### config.mk
export PLATFORM = sky130hd
export DESIGN_NAME = dsp_datapath
export DESIGN_NICKNAME = d
export VERILOG_FILES = /design/src/core/dsp_dp_pkg.sv /design/src/core/dsp_bank_regs.sv /design/src/core/dsp_datapath.sv
export SDC_FILE = /design/constraint.sdc
export NUM_CORES = 2
export LEC_CHECK = 0
export BUFFER_PORTS_ARGS = -buffer_cell sky130_fd_sc_hd__buf_2
export CAP_MARGIN = 10
export CORE_ASPECT_RATIO = 1.2
export CORE_MARGIN = 3
export CORE_UTILIZATION = 55
export DETAILED_ROUTE_END_ITERATION = 8
export GPL_TIMING_DRIVEN = 0
export PLACE_DENSITY = 0.73
export SETUP_SLACK_MARGIN = 0.4
export SLEW_MARGIN = 25
export SYNTH_ARGS = -nofsm -noshare
export SYNTH_HDL_FRONTEND = slang
export SYNTH_SLANG_ARGS = --single-unit
### constraint.sdc
create_clock -name sys_clk -period 11.7 [get_ports sys_clk]
set_input_delay 0 -clock sys_clk [delete_from_list [all_inputs] [get_ports sys_clk]]
set_output_delay 0 -clock sys_clk [all_outputs]
set_load 0.005 [all_outputs]
### src/core/dsp_dp_pkg.sv
`default_nettype none
package dsp_dp_pkg;
  localparam int DATA_W   = 16;
  localparam int ACC_W    = 40;
  localparam int TOP_W    = 8;
  localparam int PROD_W   = 32;
  localparam int DIV_STEPS_UNSIGNED = 16;
  localparam int DIV_STEPS_SIGNED_Q = 15;
  localparam logic [15:0] WORD_RESET = 16'h0000;
  localparam logic [39:0] ACC_RESET  = 40'h00_0000_0000;
  // status word bit positions
  localparam int ST_ZERO  = 0;
  localparam int ST_NEG   = 1;
  localparam int ST_AVF   = 2;
  localparam int ST_CARRY = 3;
  localparam int ST_XSIGN = 4;
  localparam int ST_QUOT  = 5;
  localparam int ST_MOVF  = 6;
  localparam int ST_W     = 7;
  localparam logic [6:0] STATUS_RESET = 7'h00;

  typedef enum logic [2:0] {
    ALU_NOP    = 3'b000,
    ALU_ADD    = 3'b001,
    ALU_SUB    = 3'b010,
    ALU_MAG    = 3'b011,
    ALU_DSIGN  = 3'b100,
    ALU_DQUOT  = 3'b101
  } alu_op_t;

  typedef enum logic [2:0] {
    MAC_NOP = 3'b000,
    MAC_MUL = 3'b001,
    MAC_ADD = 3'b010,
    MAC_SUB = 3'b011,
    MAC_CLR = 3'b100
  } mac_op_t;

  // register selectors for bus reads/writes
  typedef enum logic [3:0] {
    SEL_NONE = 4'h0,
    SEL_MX0  = 4'h1,
    SEL_MX1  = 4'h2,
    SEL_MY0  = 4'h3,
    SEL_MY1  = 4'h4,
    SEL_ACC0 = 4'h5,
    SEL_ACC1 = 4'h6,
    SEL_ACC2 = 4'h7,
    SEL_MF   = 4'h8,
    SEL_AF   = 4'h9,
    SEL_YLO  = 4'ha,
    SEL_STAT = 4'hb
  } reg_sel_t;

  typedef struct packed {
    alu_op_t          op;
    logic [15:0]      x;
    logic [15:0]      y;
    logic             y_from_fb;
  } alu_cmd_t;

  typedef struct packed {
    mac_op_t     op;
    logic        x_from_rbus;
    logic        x_idx;
    logic        y_from_fb;
    logic        y_idx;
    logic        x_signed;
    logic        y_signed;
    logic        to_fb;
  } mac_cmd_t;
endpackage : dsp_dp_pkg
`default_nettype wire

### src/core/dsp_bank_regs.sv
`default_nettype none
// two-bank file of small operand registers, dual read, registered bus read
module dsp_bank_regs
  import dsp_dp_pkg::*;
#(
  parameter int W = 16,
  parameter int N = 2
)(
  input  wire logic                 sys_clk,
  input  wire logic                 reset,
  input  wire logic                 bank,
  input  wire logic                 wr_en,
  input  wire logic [$clog2(N)-1:0] wr_idx,
  input  wire logic [W-1:0]         wr_data,
  input  wire logic [$clog2(N)-1:0] op_idx,
  output logic      [W-1:0]         op_data,
  input  wire logic [$clog2(N)-1:0] rd_idx,
  output logic      [W-1:0]         rd_data_q
);
  logic [W-1:0] mem_q [2][N];

  always_ff @(posedge sys_clk or posedge reset)
  begin
    if (reset)
    begin
      for (int b = 0; b < 2; b++)
        for (int i = 0; i < N; i++)
          mem_q[b][i] <= '0;
    end
    else if (wr_en)
      mem_q[bank][wr_idx] <= wr_data;
  end

  // operand port reads old value: write lands at cycle end
  assign op_data = mem_q[bank][op_idx];

  always_ff @(posedge sys_clk or posedge reset)
  begin
    if (reset)
      rd_data_q <= '0;
    else
      rd_data_q <= mem_q[bank][rd_idx];
  end
endmodule : dsp_bank_regs
`default_nettype wire

### src/core/dsp_datapath.sv
`default_nettype none
module dsp_datapath
  import dsp_dp_pkg::*;
(
  input  wire logic        sys_clk,
  input  wire logic        reset,
  input  wire logic        bank_sel,
  input  wire alu_cmd_t    alu_cmd,
  input  wire mac_cmd_t    mac_cmd,
  input  wire logic [15:0] rbus_in,
  input  wire reg_sel_t    dm_wr_sel,
  input  wire logic [15:0] dm_wr_data,
  input  wire logic        pm_wr_en,
  input  wire logic        pm_wr_idx,
  input  wire logic [15:0] pm_wr_data,
  input  wire reg_sel_t    dm_rd_sel,
  input  wire reg_sel_t    rb_rd_sel,
  output logic      [15:0] data_side_bus_q,
  output logic      [15:0] result_bus_q,
  output logic      [6:0]  arith_status_word_q,
  output logic      [15:0] y_low_operand_q,
  output logic      [15:0] alu_feedback_q
);
  ////////////////////////////////////////////////////////////////////////////
  // banked mac state and the unbanked status word
  logic [15:0] acc_lo_q [2];
  logic [15:0] acc_mid_q [2];
  logic [7:0]  acc_top_q [2];
  logic [15:0] mf_q [2];
  logic [6:0]  stat_q;
  logic        b;
  assign b = bank_sel;

  ////////////////////////////////////////////////////////////////////////////
  // operand files
  logic [15:0] mx_op;
  logic [15:0] my_op;
  logic [15:0] mx_rd;
  logic [15:0] my_rd;
  logic        mx_we;
  logic        my_we;
  logic        mx_wi;
  logic        my_wi;
  logic [15:0] my_wd;
  logic        mx_ri;
  logic        my_ri;

  assign mx_we = (dm_wr_sel == SEL_MX0) || (dm_wr_sel == SEL_MX1);
  assign mx_wi = (dm_wr_sel == SEL_MX1);
  // program bus write wins over data bus write to the y file
  assign my_we = pm_wr_en || (dm_wr_sel == SEL_MY0) || (dm_wr_sel == SEL_MY1);
  assign my_wi = pm_wr_en ? pm_wr_idx : (dm_wr_sel == SEL_MY1);
  assign my_wd = pm_wr_en ? pm_wr_data : dm_wr_data;
  assign mx_ri = (dm_rd_sel == SEL_MX1);
  assign my_ri = (dm_rd_sel == SEL_MY1);

  dsp_bank_regs #(.W(16), .N(2)) u_mx (
    .sys_clk   (sys_clk),
    .reset     (reset),
    .bank      (b),
    .wr_en     (mx_we),
    .wr_idx    (mx_wi),
    .wr_data   (dm_wr_data),
    .op_idx    (mac_cmd.x_idx),
    .op_data   (mx_op),
    .rd_idx    (mx_ri),
    .rd_data_q (mx_rd)
  );

  dsp_bank_regs #(.W(16), .N(2)) u_my (
    .sys_clk   (sys_clk),
    .reset     (reset),
    .bank      (b),
    .wr_en     (my_we),
    .wr_idx    (my_wi),
    .wr_data   (my_wd),
    .op_idx    (mac_cmd.y_idx),
    .op_data   (my_op),
    .rd_idx    (my_ri),
    .rd_data_q (my_rd)
  );

  ////////////////////////////////////////////////////////////////////////////
  // multiplier and accumulate
  logic [15:0] mul_x;
  logic [15:0] mul_y;
  logic [16:0] sx;
  logic [16:0] sy;
  logic [33:0] prod_full;
  logic [31:0] prod;
  logic [39:0] prod_al;
  logic [39:0] acc_cur;
  logic [39:0] acc_res;
  logic        acc_ovf;

  assign mul_x = mac_cmd.x_from_rbus ? rbus_in : mx_op;
  assign mul_y = mac_cmd.y_from_fb ? mf_q[b] : my_op;
  assign sx = {mac_cmd.x_signed & mul_x[15], mul_x};
  assign sy = {mac_cmd.y_signed & mul_y[15], mul_y};
  // operands widen to 17 bits before the multiply; prod keeps only the low 32 of the 34 product bits
  assign prod_full = $signed(sx) * $signed(sy);
  assign prod = prod_full[31:0];
  // top byte gets sign of the product, lsb zero filled
  assign prod_al = {{7{prod[31]}}, prod, 1'b0};
  assign acc_cur = {acc_top_q[b], acc_mid_q[b], acc_lo_q[b]};

  always_comb
  begin
    case (mac_cmd.op)
      MAC_MUL: acc_res = prod_al;
      MAC_ADD: acc_res = acc_cur + prod_al;
      MAC_SUB: acc_res = acc_cur - prod_al;
      MAC_CLR: acc_res = ACC_RESET;
      default: acc_res = acc_cur;
    endcase
  end

  // top nine bits not all equal
  assign acc_ovf = !((&acc_res[39:31]) || !(|acc_res[39:31]));

  logic mac_act;
  assign mac_act = (mac_cmd.op != MAC_NOP);

  always_ff @(posedge sys_clk or posedge reset)
  begin
    if (reset)
    begin
      for (int i = 0; i < 2; i++)
      begin
        acc_lo_q[i]  <= WORD_RESET;
        acc_mid_q[i] <= WORD_RESET;
        acc_top_q[i] <= 8'h00;
      end
    end
    else
    begin
      if (mac_act && !mac_cmd.to_fb)
      begin
        {acc_top_q[b], acc_mid_q[b], acc_lo_q[b]} <= acc_res;
      end
      // a bus load in the same cycle lands after the mac result
      if (dm_wr_sel == SEL_ACC0)
        acc_lo_q[b] <= dm_wr_data;
      if (dm_wr_sel == SEL_ACC1)
      begin
        acc_mid_q[b] <= dm_wr_data;
        acc_top_q[b] <= {8{dm_wr_data[15]}};
      end
      if (dm_wr_sel == SEL_ACC2)
        acc_top_q[b] <= dm_wr_data[7:0];
    end
  end

  always_ff @(posedge sys_clk or posedge reset)
  begin
    if (reset)
    begin
      mf_q[0] <= WORD_RESET;
      mf_q[1] <= WORD_RESET;
    end
    else if (mac_act && mac_cmd.to_fb)
      mf_q[b] <= acc_res[31:16];
    else if (dm_wr_sel == SEL_MF)
      mf_q[b] <= dm_wr_data;
  end

  ////////////////////////////////////////////////////////////////////////////
  // alu with divide primitives
  logic [15:0] ylo_q;
  logic [15:0] af_q;
  logic [15:0] a_y;
  logic [16:0] a_sum;
  logic [15:0] a_res;
  logic        c14;
  logic        c15;
  logic        a_sub;
  logic [15:0] a_b;
  logic        quo;
  logic        div_op;

  assign a_y = alu_cmd.y_from_fb ? af_q : alu_cmd.y;
  assign div_op = (alu_cmd.op == ALU_DSIGN) || (alu_cmd.op == ALU_DQUOT);

  always_comb
  begin
    a_sub = 1'b0;
    a_b   = 16'h0000;
    case (alu_cmd.op)
      ALU_ADD:   a_b = a_y;
      ALU_SUB:
      begin
        a_sub = 1'b1;
        a_b   = a_y;
      end
      ALU_MAG:   a_sub = alu_cmd.x[15];
      ALU_DQUOT: a_sub = !stat_q[ST_QUOT];
      default:   a_sub = 1'b0;
    endcase
  end

  logic [15:0] a_l;
  logic [15:0] a_r;
  always_comb
  begin
    case (alu_cmd.op)
      ALU_MAG:
      begin
        a_l = a_sub ? 16'h0000 : alu_cmd.x;
        a_r = alu_cmd.x;
      end
      ALU_DSIGN:
      begin
        a_l = a_y;
        a_r = 16'h0000;
      end
      ALU_DQUOT:
      begin
        a_l = a_y;                         // remainder
        a_r = alu_cmd.x;                   // divisor
      end
      default:
      begin
        a_l = alu_cmd.x;
        a_r = a_b;
      end
    endcase
  end

  logic [15:0] a_rr;
  logic [15:0] lowsum;
  logic        lowc;
  assign a_rr = (alu_cmd.op == ALU_MAG && !a_sub) ? 16'h0000 : (a_sub ? ~a_r : a_r);
  assign {lowc, lowsum[14:0]} = {1'b0, a_l[14:0]} + {1'b0, a_rr[14:0]} + 16'(a_sub);
  assign c14 = lowc;
  assign a_sum = {1'b0, a_l} + {1'b0, a_rr} + 17'(a_sub);
  assign c15 = a_sum[16];
  assign lowsum[15] = a_sum[15];
  assign a_res = a_sum[15:0];

  // sign step: divisor sign xor dividend sign
  assign quo = (alu_cmd.op == ALU_DSIGN) ? (alu_cmd.x[15] ^ a_y[15])
             : (alu_cmd.x[15] ^ a_res[15]);

  always_ff @(posedge sys_clk or posedge reset)
  begin
    if (reset)
    begin
      ylo_q <= WORD_RESET;
      af_q  <= WORD_RESET;
    end
    else if (div_op)
    begin
      af_q  <= {a_res[14:0], ylo_q[15]};
      ylo_q <= (alu_cmd.op == ALU_DQUOT) ? {ylo_q[14:0], !quo}
                                         : {ylo_q[14:0], quo};
    end
    else
    begin
      if (alu_cmd.op != ALU_NOP)
        af_q <= a_res;
      else if (dm_wr_sel == SEL_AF)
        af_q <= dm_wr_data;
      if (dm_wr_sel == SEL_YLO)
        ylo_q <= dm_wr_data;
    end
  end

  ////////////////////////////////////////////////////////////////////////////
  // status word
  always_ff @(posedge sys_clk or posedge reset)
  begin
    if (reset)
      stat_q <= STATUS_RESET;
    else
    begin
      if (dm_wr_sel == SEL_STAT)
        stat_q <= dm_wr_data[ST_W-1:0];
      if (alu_cmd.op != ALU_NOP)
      begin
        stat_q[ST_ZERO]  <= ~|a_res;
        stat_q[ST_NEG]   <= a_res[15];
        stat_q[ST_AVF]   <= c14 ^ c15;
        stat_q[ST_CARRY] <= c15;
      end
      if (alu_cmd.op == ALU_MAG)
        stat_q[ST_XSIGN] <= alu_cmd.x[15];
      if (div_op)
        stat_q[ST_QUOT] <= quo;
      if (mac_act)
        stat_q[ST_MOVF] <= acc_ovf;
    end
  end

  ////////////////////////////////////////////////////////////////////////////
  // bus read mux, registered: shows start-of-cycle values
  function automatic logic [15:0] pick(input reg_sel_t s, input logic [15:0] mxv,
                                       input logic [15:0] myv);
    case (s)
      SEL_MX0, SEL_MX1: pick = mxv;
      SEL_MY0, SEL_MY1: pick = myv;
      SEL_ACC0: pick = acc_lo_q[b];
      SEL_ACC1: pick = acc_mid_q[b];
      SEL_ACC2: pick = {{8{acc_top_q[b][7]}}, acc_top_q[b]};
      SEL_MF:   pick = mf_q[b];
      SEL_AF:   pick = af_q;
      SEL_YLO:  pick = ylo_q;
      SEL_STAT: pick = {9'h000, stat_q};
      default:  pick = 16'h0000;
    endcase
  endfunction : pick

  // operand file read data is already a cycle late; its registered value passes through the bus register too
  always_ff @(posedge sys_clk or posedge reset)
  begin
    if (reset)
    begin
      data_side_bus_q <= WORD_RESET;
      result_bus_q    <= WORD_RESET;
    end
    else
    begin
      data_side_bus_q <= pick(dm_rd_sel, mx_rd, my_rd);
      result_bus_q    <= pick(rb_rd_sel, mx_rd, my_rd);
    end
  end

  assign arith_status_word_q = stat_q;
  assign y_low_operand_q     = ylo_q;
  assign alu_feedback_q      = af_q;

  ////////////////////////////////////////////////////////////////////////////
  a_zero_flag: assert property (@(posedge sys_clk) disable iff (reset)
    (alu_cmd.op == ALU_ADD) |=> (stat_q[ST_ZERO] == (af_q == 16'h0000)))
    else $error("zero flag mismatch");
  a_quot_hold: assert property (@(posedge sys_clk) disable iff (reset)
    (!div_op && dm_wr_sel != SEL_STAT) |=> $stable(stat_q[ST_QUOT]))
    else $error("quotient flag changed");
  a_quot_bit: assert property (@(posedge sys_clk) disable iff (reset)
    (alu_cmd.op == ALU_DQUOT) |=> (ylo_q[0] == !stat_q[ST_QUOT]))
    else $error("quotient bit not inverse");
  a_fb_offset: assert property (@(posedge sys_clk) disable iff (reset)
    div_op |=> (af_q[0] == $past(ylo_q[15])))
    else $error("feedback lsb wrong");
  a_mac_clear: assert property (@(posedge sys_clk) disable iff (reset)
    (mac_cmd.op == MAC_CLR && !mac_cmd.to_fb && dm_wr_sel == SEL_NONE)
    |=> ({acc_top_q[b], acc_mid_q[b], acc_lo_q[b]} == 40'h00_0000_0000))
    else $error("accumulator not cleared");
  a_mid_ext: assert property (@(posedge sys_clk) disable iff (reset)
    (dm_wr_sel == SEL_ACC1) |=> (acc_top_q[b] == {8{acc_mid_q[b][15]}}))
    else $error("top byte not extended");
  a_acc_lsb: assert property (@(posedge sys_clk) disable iff (reset)
    (mac_cmd.op == MAC_MUL && !mac_cmd.to_fb && dm_wr_sel == SEL_NONE)
    |=> (acc_lo_q[b][0] == 1'b0))
    else $error("product lsb not zero");
  a_mac_ovf: assert property (@(posedge sys_clk) disable iff (reset)
    (mac_act && dm_wr_sel != SEL_STAT) |=> (stat_q[ST_MOVF] == $past(acc_ovf)))
    else $error("accumulator overflow flag wrong");
endmodule : dsp_datapath
`default_nettype wire

---- Word-level counts from Yosys, hierarchy flattened ----
Cells that the tools add are included.
operators by class
  equal/unequal tests ..................... 42
  $lt $le $gt $ge ......................... 10
  mux-type cells .......................... 89
  add/sub/neg operators ................... 6
  reductions and logical operators ........ 37
  bitwise gates (word level) .............. 13
  multipliers ............................. 1
operators with widths
  cell                number
  $mux 16             40
  $mux 32             14
  $pmux 16 s9         2
  $bwmux 32           6
  $pmux 40 s4         1
  $bwmux 64           2
  $demux 32 s1        2
  $pmux 16 s2         2
  $bwmux 16           3
  $demux 16 s1        3
  $eq 4x3->1 const B  12
  $eq 4x4->1 const B  12
  $add 40x40->40      1
  $sub 40x40->40      1
  $mul 17x17->32      1
  $mux 8              4
  $eq 4x2->1 const B  6
  $add 16x16->17      1
  $add 17x1->17       1
  $add 15x15->16      1
  $add 16x1->16       1
  $not 16->16         1
  $reduce_or 16->1    1
  $ge 2x2->1 const B  7
  other kinds (21)    73
word-level totals
  output and inout port bits .............. 71
  input port bits ......................... 111
  logic and storage cells ................. 224
  register bits after elaboration ......... 343

---- Longest topological paths before layout ----
  word-level depth ........................ 18
  gate-level depth with buffers ........... 45
  mapped depth without buffers ............ 40

---- Modules after synthesis ----
A second synthesis with hierarchy kept.
unflattened totals
  cell total of the unflattened synthesis .. 3,557
  area, all modules ....................... 33,181.8 um^2
by module, submodules not included
  module         area an instance (um^2)  sequential area each (um^2)  instances  cells an instance
  dsp_datapath   26,020.0                 4,579.4                      1          3,171
  dsp_bank_regs  3,580.9                  2,001.9                      2          193

---- Worst setup path after synthesis ----
No wires, ideal clock.
  path type ............................... input -> register
  start ................................... input port bank_sel
  end ..................................... register stat_q[6] (netlist: arith_status_word_q[6])
  stages .................................. 41
  arrival time ............................ 10.963 ns
  buffers on the path ..................... 5
  required time ........................... 11.574 ns
  library setup time ...................... 0.126 ns
  path slack .............................. 0.611 ns
  cell sequence ........................... buf_2 -> buf_1 -> buf_1 -> clkbuf_1 -> mux2_2 -> mux2i_1 -> nor2_1 -> fa_1 -> inv_1 -> fa_1 -> inv_1 -> fa_1 -> fa_1 -> inv_1 -> fa_1 -> fa_1 -> inv_1 -> ha_1 -> (+5 left out) -> xnor2_1 -> and3b_1 -> nand4_1 -> or3_1 -> o31ai_1 -> xor2_1 -> ha_1 -> and3_1 -> nand2_1 -> or2_2 -> a21oi_1 -> o31ai_1 -> a2111oi_0 -> nor3_1 -> or3b_2 -> nor4_1 -> a21bo_2 -> mux2i_1
between the ends
  cells in the longest elaborated chain, start to end .. 17
  elaborated cells between the ends (all ways) .. 39
  classes of those cells .................. 2 x add/sub; 1 x mul; 28 x mux; 3 x bitwise; 5 x reduce/logical
RTL lines
  what                                                     RTL line                                                      source
  start, declared                                          dsp_datapath.sv:7                                             input wire logic bank_sel,
  $not 1->2 (not written as such) (*)                      dsp_bank_regs.sv:35, dsp_datapath.sv:97, dsp_datapath.sv:105
  $mux 32 (not written as such) (3 in series)              dsp_bank_regs.sv:35                                           assign op_data = mem_q[bank][op_idx];
  $mux 16 (not written as such) (3 in series)              dsp_bank_regs.sv:35
  $mux 16 (on tied branches)                               dsp_datapath.sv:96, dsp_datapath.sv:97
  $and 1x1->1 (on tied branches)                           dsp_datapath.sv:98, dsp_datapath.sv:99
  $mul 17x17->32                                           dsp_datapath.sv:101                                           assign prod_full = $signed(sx) * $signed(sy);
  $sub 40x40->40 / $add 40x40->40 (equally long branches)  dsp_datapath.sv:112, dsp_datapath.sv:111
  $pmux 40 s4 (*)                                          dsp_datapath.sv:109                                           case (mac_cmd.op)
  $reduce_or 9->1                                          dsp_datapath.sv:119                                           assign acc_ovf = !((&acc_res[39:31]) || !(|acc_res[39:31]));
  $logic_not 1->1                                          dsp_datapath.sv:119
  $logic_or 1x1->1 (*)                                     dsp_datapath.sv:119
  $logic_not 1->1 (*)                                      dsp_datapath.sv:119
  $mux 1 (*)                                               dsp_datapath.sv:289                                           if (mac_act)
  end signal, assigned by index                            dsp_datapath.sv:286                                           stat_q[ST_XSIGN] <= alu_cmd.x[15];
  end signal, assigned by index                            dsp_datapath.sv:288                                           stat_q[ST_QUOT] <= quo;
  end signal, assigned by index                            dsp_datapath.sv:290                                           stat_q[ST_MOVF] <= acc_ovf;
  end, declared                                            dsp_datapath.sv:30                                            logic [6:0] stat_q;
Mark *: on every way between the ends. The rest lies on a longest branch, timed or not. The select of a mux whose other input is x is not followed.
A chain may end at the register's enable or synchronous reset.

---- Final worst setup path ----
Same ends and word-level chain as after synthesis.

==> results.json <==
{
  "ys_ff_latch": 343,
  "path_common_cell": "fa_1",
  "dr.pass1.iters": 6,
  "ioPinCount": 182,
  "layout-drive-gt1-share_pct": 14.72,
  "critPathSlowestCell": "fa_1",
  "nets": 4474,
  "ys.flop_type": "dfrtp_1",
  "hp-class": "in -> reg",
  "portBuffers": 176,
  "synth_cell_type_count": 87,
  "status": "complete, no violations",
  "vias_per_cell": 6.555,
  "synth_nets": 4205,
  "cp_max_fo": 10,
  "wl_per_cell_um": 27.43,
  "ys_async_sr_fraction_pct": 100.0,
  "maxSlewViolCount": 0,
  "endpoint_kind": "flop",
  "drc_errors": 0,
  "ys_seq_area_share_pct": 25.59,
  "finalCritPeriodShare_pct": 93.57,
  "num-fill-cells": 5069,
  "start_kind": "input port",
  "synth_edf_count": 0,
  "start_util_pct": 55.94,
  "syn_to_final_growth_pct": 12.71,
  "cts_buffers": 34,
  "clkTransAtPathRegs_ns": 0.06,
  "min_to": "arith_status_word_q[4]",
  "cts-root-buf": "clkbuf_16",
  "dieArea_sq_mm": 0.06399,
  "max_cap_viol_count": 0,
  "antenna_found_initial": 1,
  "syn_inst": 3673,
  "clockBufferDepth": 3,
  "r2r-start": "u_mx.mem_q[8]",
  "grt_max_degree": 96,
  "yosysWarnings": 0,
  "dp_slack_ns": -2.640,
  "required_ns": 12.12,
  "fp.dieW_um": 231.4,
  "rrSetupSlack_ns": 0.80,
  "r2r_cells": 38,
  "crit_path_max_incr_delay_ns": 0.54,
  "fmax_mhz": 91.35,
  "grt_pass1_vias": 31120,
  "ant_nets": 0,
  "grt_usage_pct": 40.20,
  "min_period_ns": 10.95,
  "final_hold_viol_count": 0,
  "num_rows": 98,
  "routed_wl_um": 130700,
  "place_congestion": 1.013,
  "worst_slew_pin_slew_ns": 1.166,
  "grt_overflow": 0,
  "final-setup-viol-count": 0,
  "grt_pass1_wl_um": 192800,
  "core_area_sq_mm": 0.05996,
  "r2r-end": "arith_status_word_q[6]",
  "cts.sinks": 343,
  "clock_latency_ns": 0.55,
  "hold_slack_ns": 0.01559,
  "cts_tree": "done",
  "min_path_cells": 4,
  "dr_total_vias": 31250,
  "antennaDiodeCount": 0,
  "grt_setup_unrepaired": "no",
  "worstPathArrival_ns": 11.37,
  "drt_iter0_drc": 3442,
  "crit_type": "in -> reg",
  "htree_num_levels": 2,
  "relSlewSlack_pct": 20.03,
  "synth.avg_cell_area_sq_um": 9.131,
  "fin_skew_ns": 0.02272,
  "hpwl_um": 103100,
  "hold_path.startpoint": "alu_cmd[33]",
  "die_h_um": 276.5,
  "setup_ws_ns": 0.7529,
  "syn-cell-area_sq_mm": 0.03354
}
==> repair_timing <==
action	4_1_cts	5_1_grt
buffers inserted	12	11
pin swaps	2	6
resized for setup	69	56
hold endpoints to repair	157	0
setup endpoints to repair	77	25
hold buffers	27	0
==> cell type report <==
type / instances / area [sq um] / share of cell area [%]
clock inverters: 15 / 181.4 / 0.4799
multi-input cells: 2793 / 23480 / 62.12
repair buffers: 233 / 1465 / 3.876
inverters: 339 / 1280 / 3.386
clock buffers: 46 / 965.9 / 2.555
flip-flops and latches: 343 / 8583 / 22.71
plain buffers: 198 / 843.3 / 2.231
well taps: 800 / 1001 / 2.648
==> through the flow <==
step	setup TNS, ns	std cells	utilization [%]	area (sq um)
floorplan	0	3673	-	33540
global placement	-590.09	4649	59.08	35420
detailed placement	-95.68	4656	59.44	35640
CTS	0	4756	62.42	37420
global route	0	4767	63.04	37800
finish	0	4767	63.04	37800
==> worst max-delay path: cells and delay by family <==
family                   cells  cell delay [ns]
AO/OA/AOI/OAI                7             1.86
XOR/XNOR                     1             0.13
AND/OR/NAND/NOR             14             3.33
adder cells (fa/ha/maj)      8             3.52
buffers and inverters       10             1.91
multiplexers                 2             0.52
==> cell usage in the layout, fill, tap and decap left out, types with 18 or more instances in the layout <==
| cell | count |
|---|---|
| xnor2_1 | 50 |
| mux2i_1 | 106 |
| a21o_1 | 27 |
| xor2_1 | 42 |
| a221oi_1 | 68 |
| buf_2 | 179 |
| nor3_1 | 44 |
| o211ai_1 | 20 |
| o21a_1 | 22 |
| nand3_1 | 45 |
| nand2_1 | 424 |
| a21oi_1 | 199 |
| a211oi_1 | 18 |
| dlygate4sd3_1 | 27 |
| mux4_2 | 65 |
| ha_1 | 135 |
| and2_1 | 23 |
| mux2i_4 | 18 |
| or3_1 | 22 |
| a22oi_1 | 49 |
| buf_4 | 28 |
| fa_1 | 284 |
| o21ai_0 | 228 |
| o31ai_1 | 20 |
| o22ai_1 | 20 |
| nor2_1 | 374 |
| mux2_2 | 128 |
| nor2b_1 | 22 |
| nand2b_1 | 28 |
| inv_1 | 337 |
| dfrtp_1 | 343 |
| o22a_1 | 30 |
| and3_1 | 20 |
| clkbuf_1 | 161 |
| clkbuf_16 | 34 |
| a31oi_1 | 33 |
==> worst max-delay path by stage <==
| stage | start | end | slack, ns | cells past startpoint |
|---|---|---|---|---|
| 2_1_floorplan | bank_sel | arith_status_word_q[6] | 0.61 | 41 |
| 3_3_place_gp | bank_sel | arith_status_word_q[6] | -2.90 | 37 |
| 3_5_place_dp | bank_sel | arith_status_word_q[6] | -2.64 | 40 |
| 4_1_cts | u_mx.mem_q[15] | acc_top_q[15] | 0.40 | 36 |
| 5_1_grt | u_mx.mem_q[47] | arith_status_word_q[6] | 0.31 | 39 |
| 6_report | bank_sel | arith_status_word_q[6] | 0.75 | 42 |
==> cells in the mapped netlist (all sizes together), types with 22 or more instances <==
cell	number	area share [%]
a211oi	23	0.51
a21o	27	0.60
a21oi	211	3.1
a221oi	70	1.8
a22oi	49	1.1
a31oi	33	0.62
and2	24	0.45
buf	25	0.30
clkbuf	173	1.9
dfrtp	343	26
fa	285	17
ha	136	5.1
inv	339	3.8
mux2	129	4.3
mux2i	134	4.0
mux4	65	4.4
nand2	424	4.7
nand2b	28	0.52
nand3	45	0.67
nor2	375	4.2
nor2b	22	0.41
nor3	52	0.78
o21a	22	0.49
o21ai	233	3.5
o22a	30	0.78
or3	23	0.43
xnor2	55	1.5
xor2	43	1.1
==> per-layer routing <==
layer  share of wire, %  vias up  track usage (%)
met1                 35    15420            48.17
li1                   -    13360                -
met2                 46     1917            64.32
met4                9.0        2            28.66
met3                9.7      551            8.553
met5              0.015        -                0
==> cell families (layout without fill, tap and decap cells) <==
logic type / count (synthesis) / in the layout / synth area share [%]
simple gates: 1088 / 1088 / 14.36
compound gates: 857 / 857 / 16.55
buf+inv: 537 / 831 / 6.032
fa+ha+maj: 421 / 421 / 22.08
flops: 343 / 343 / 25.59
mux: 328 / 328 / 12.69
xor+xnor: 99 / 99 / 2.682
Power is not shown: default switching activity piles up to over one toggle a cycle in this logic, so the estimate is an artifact.
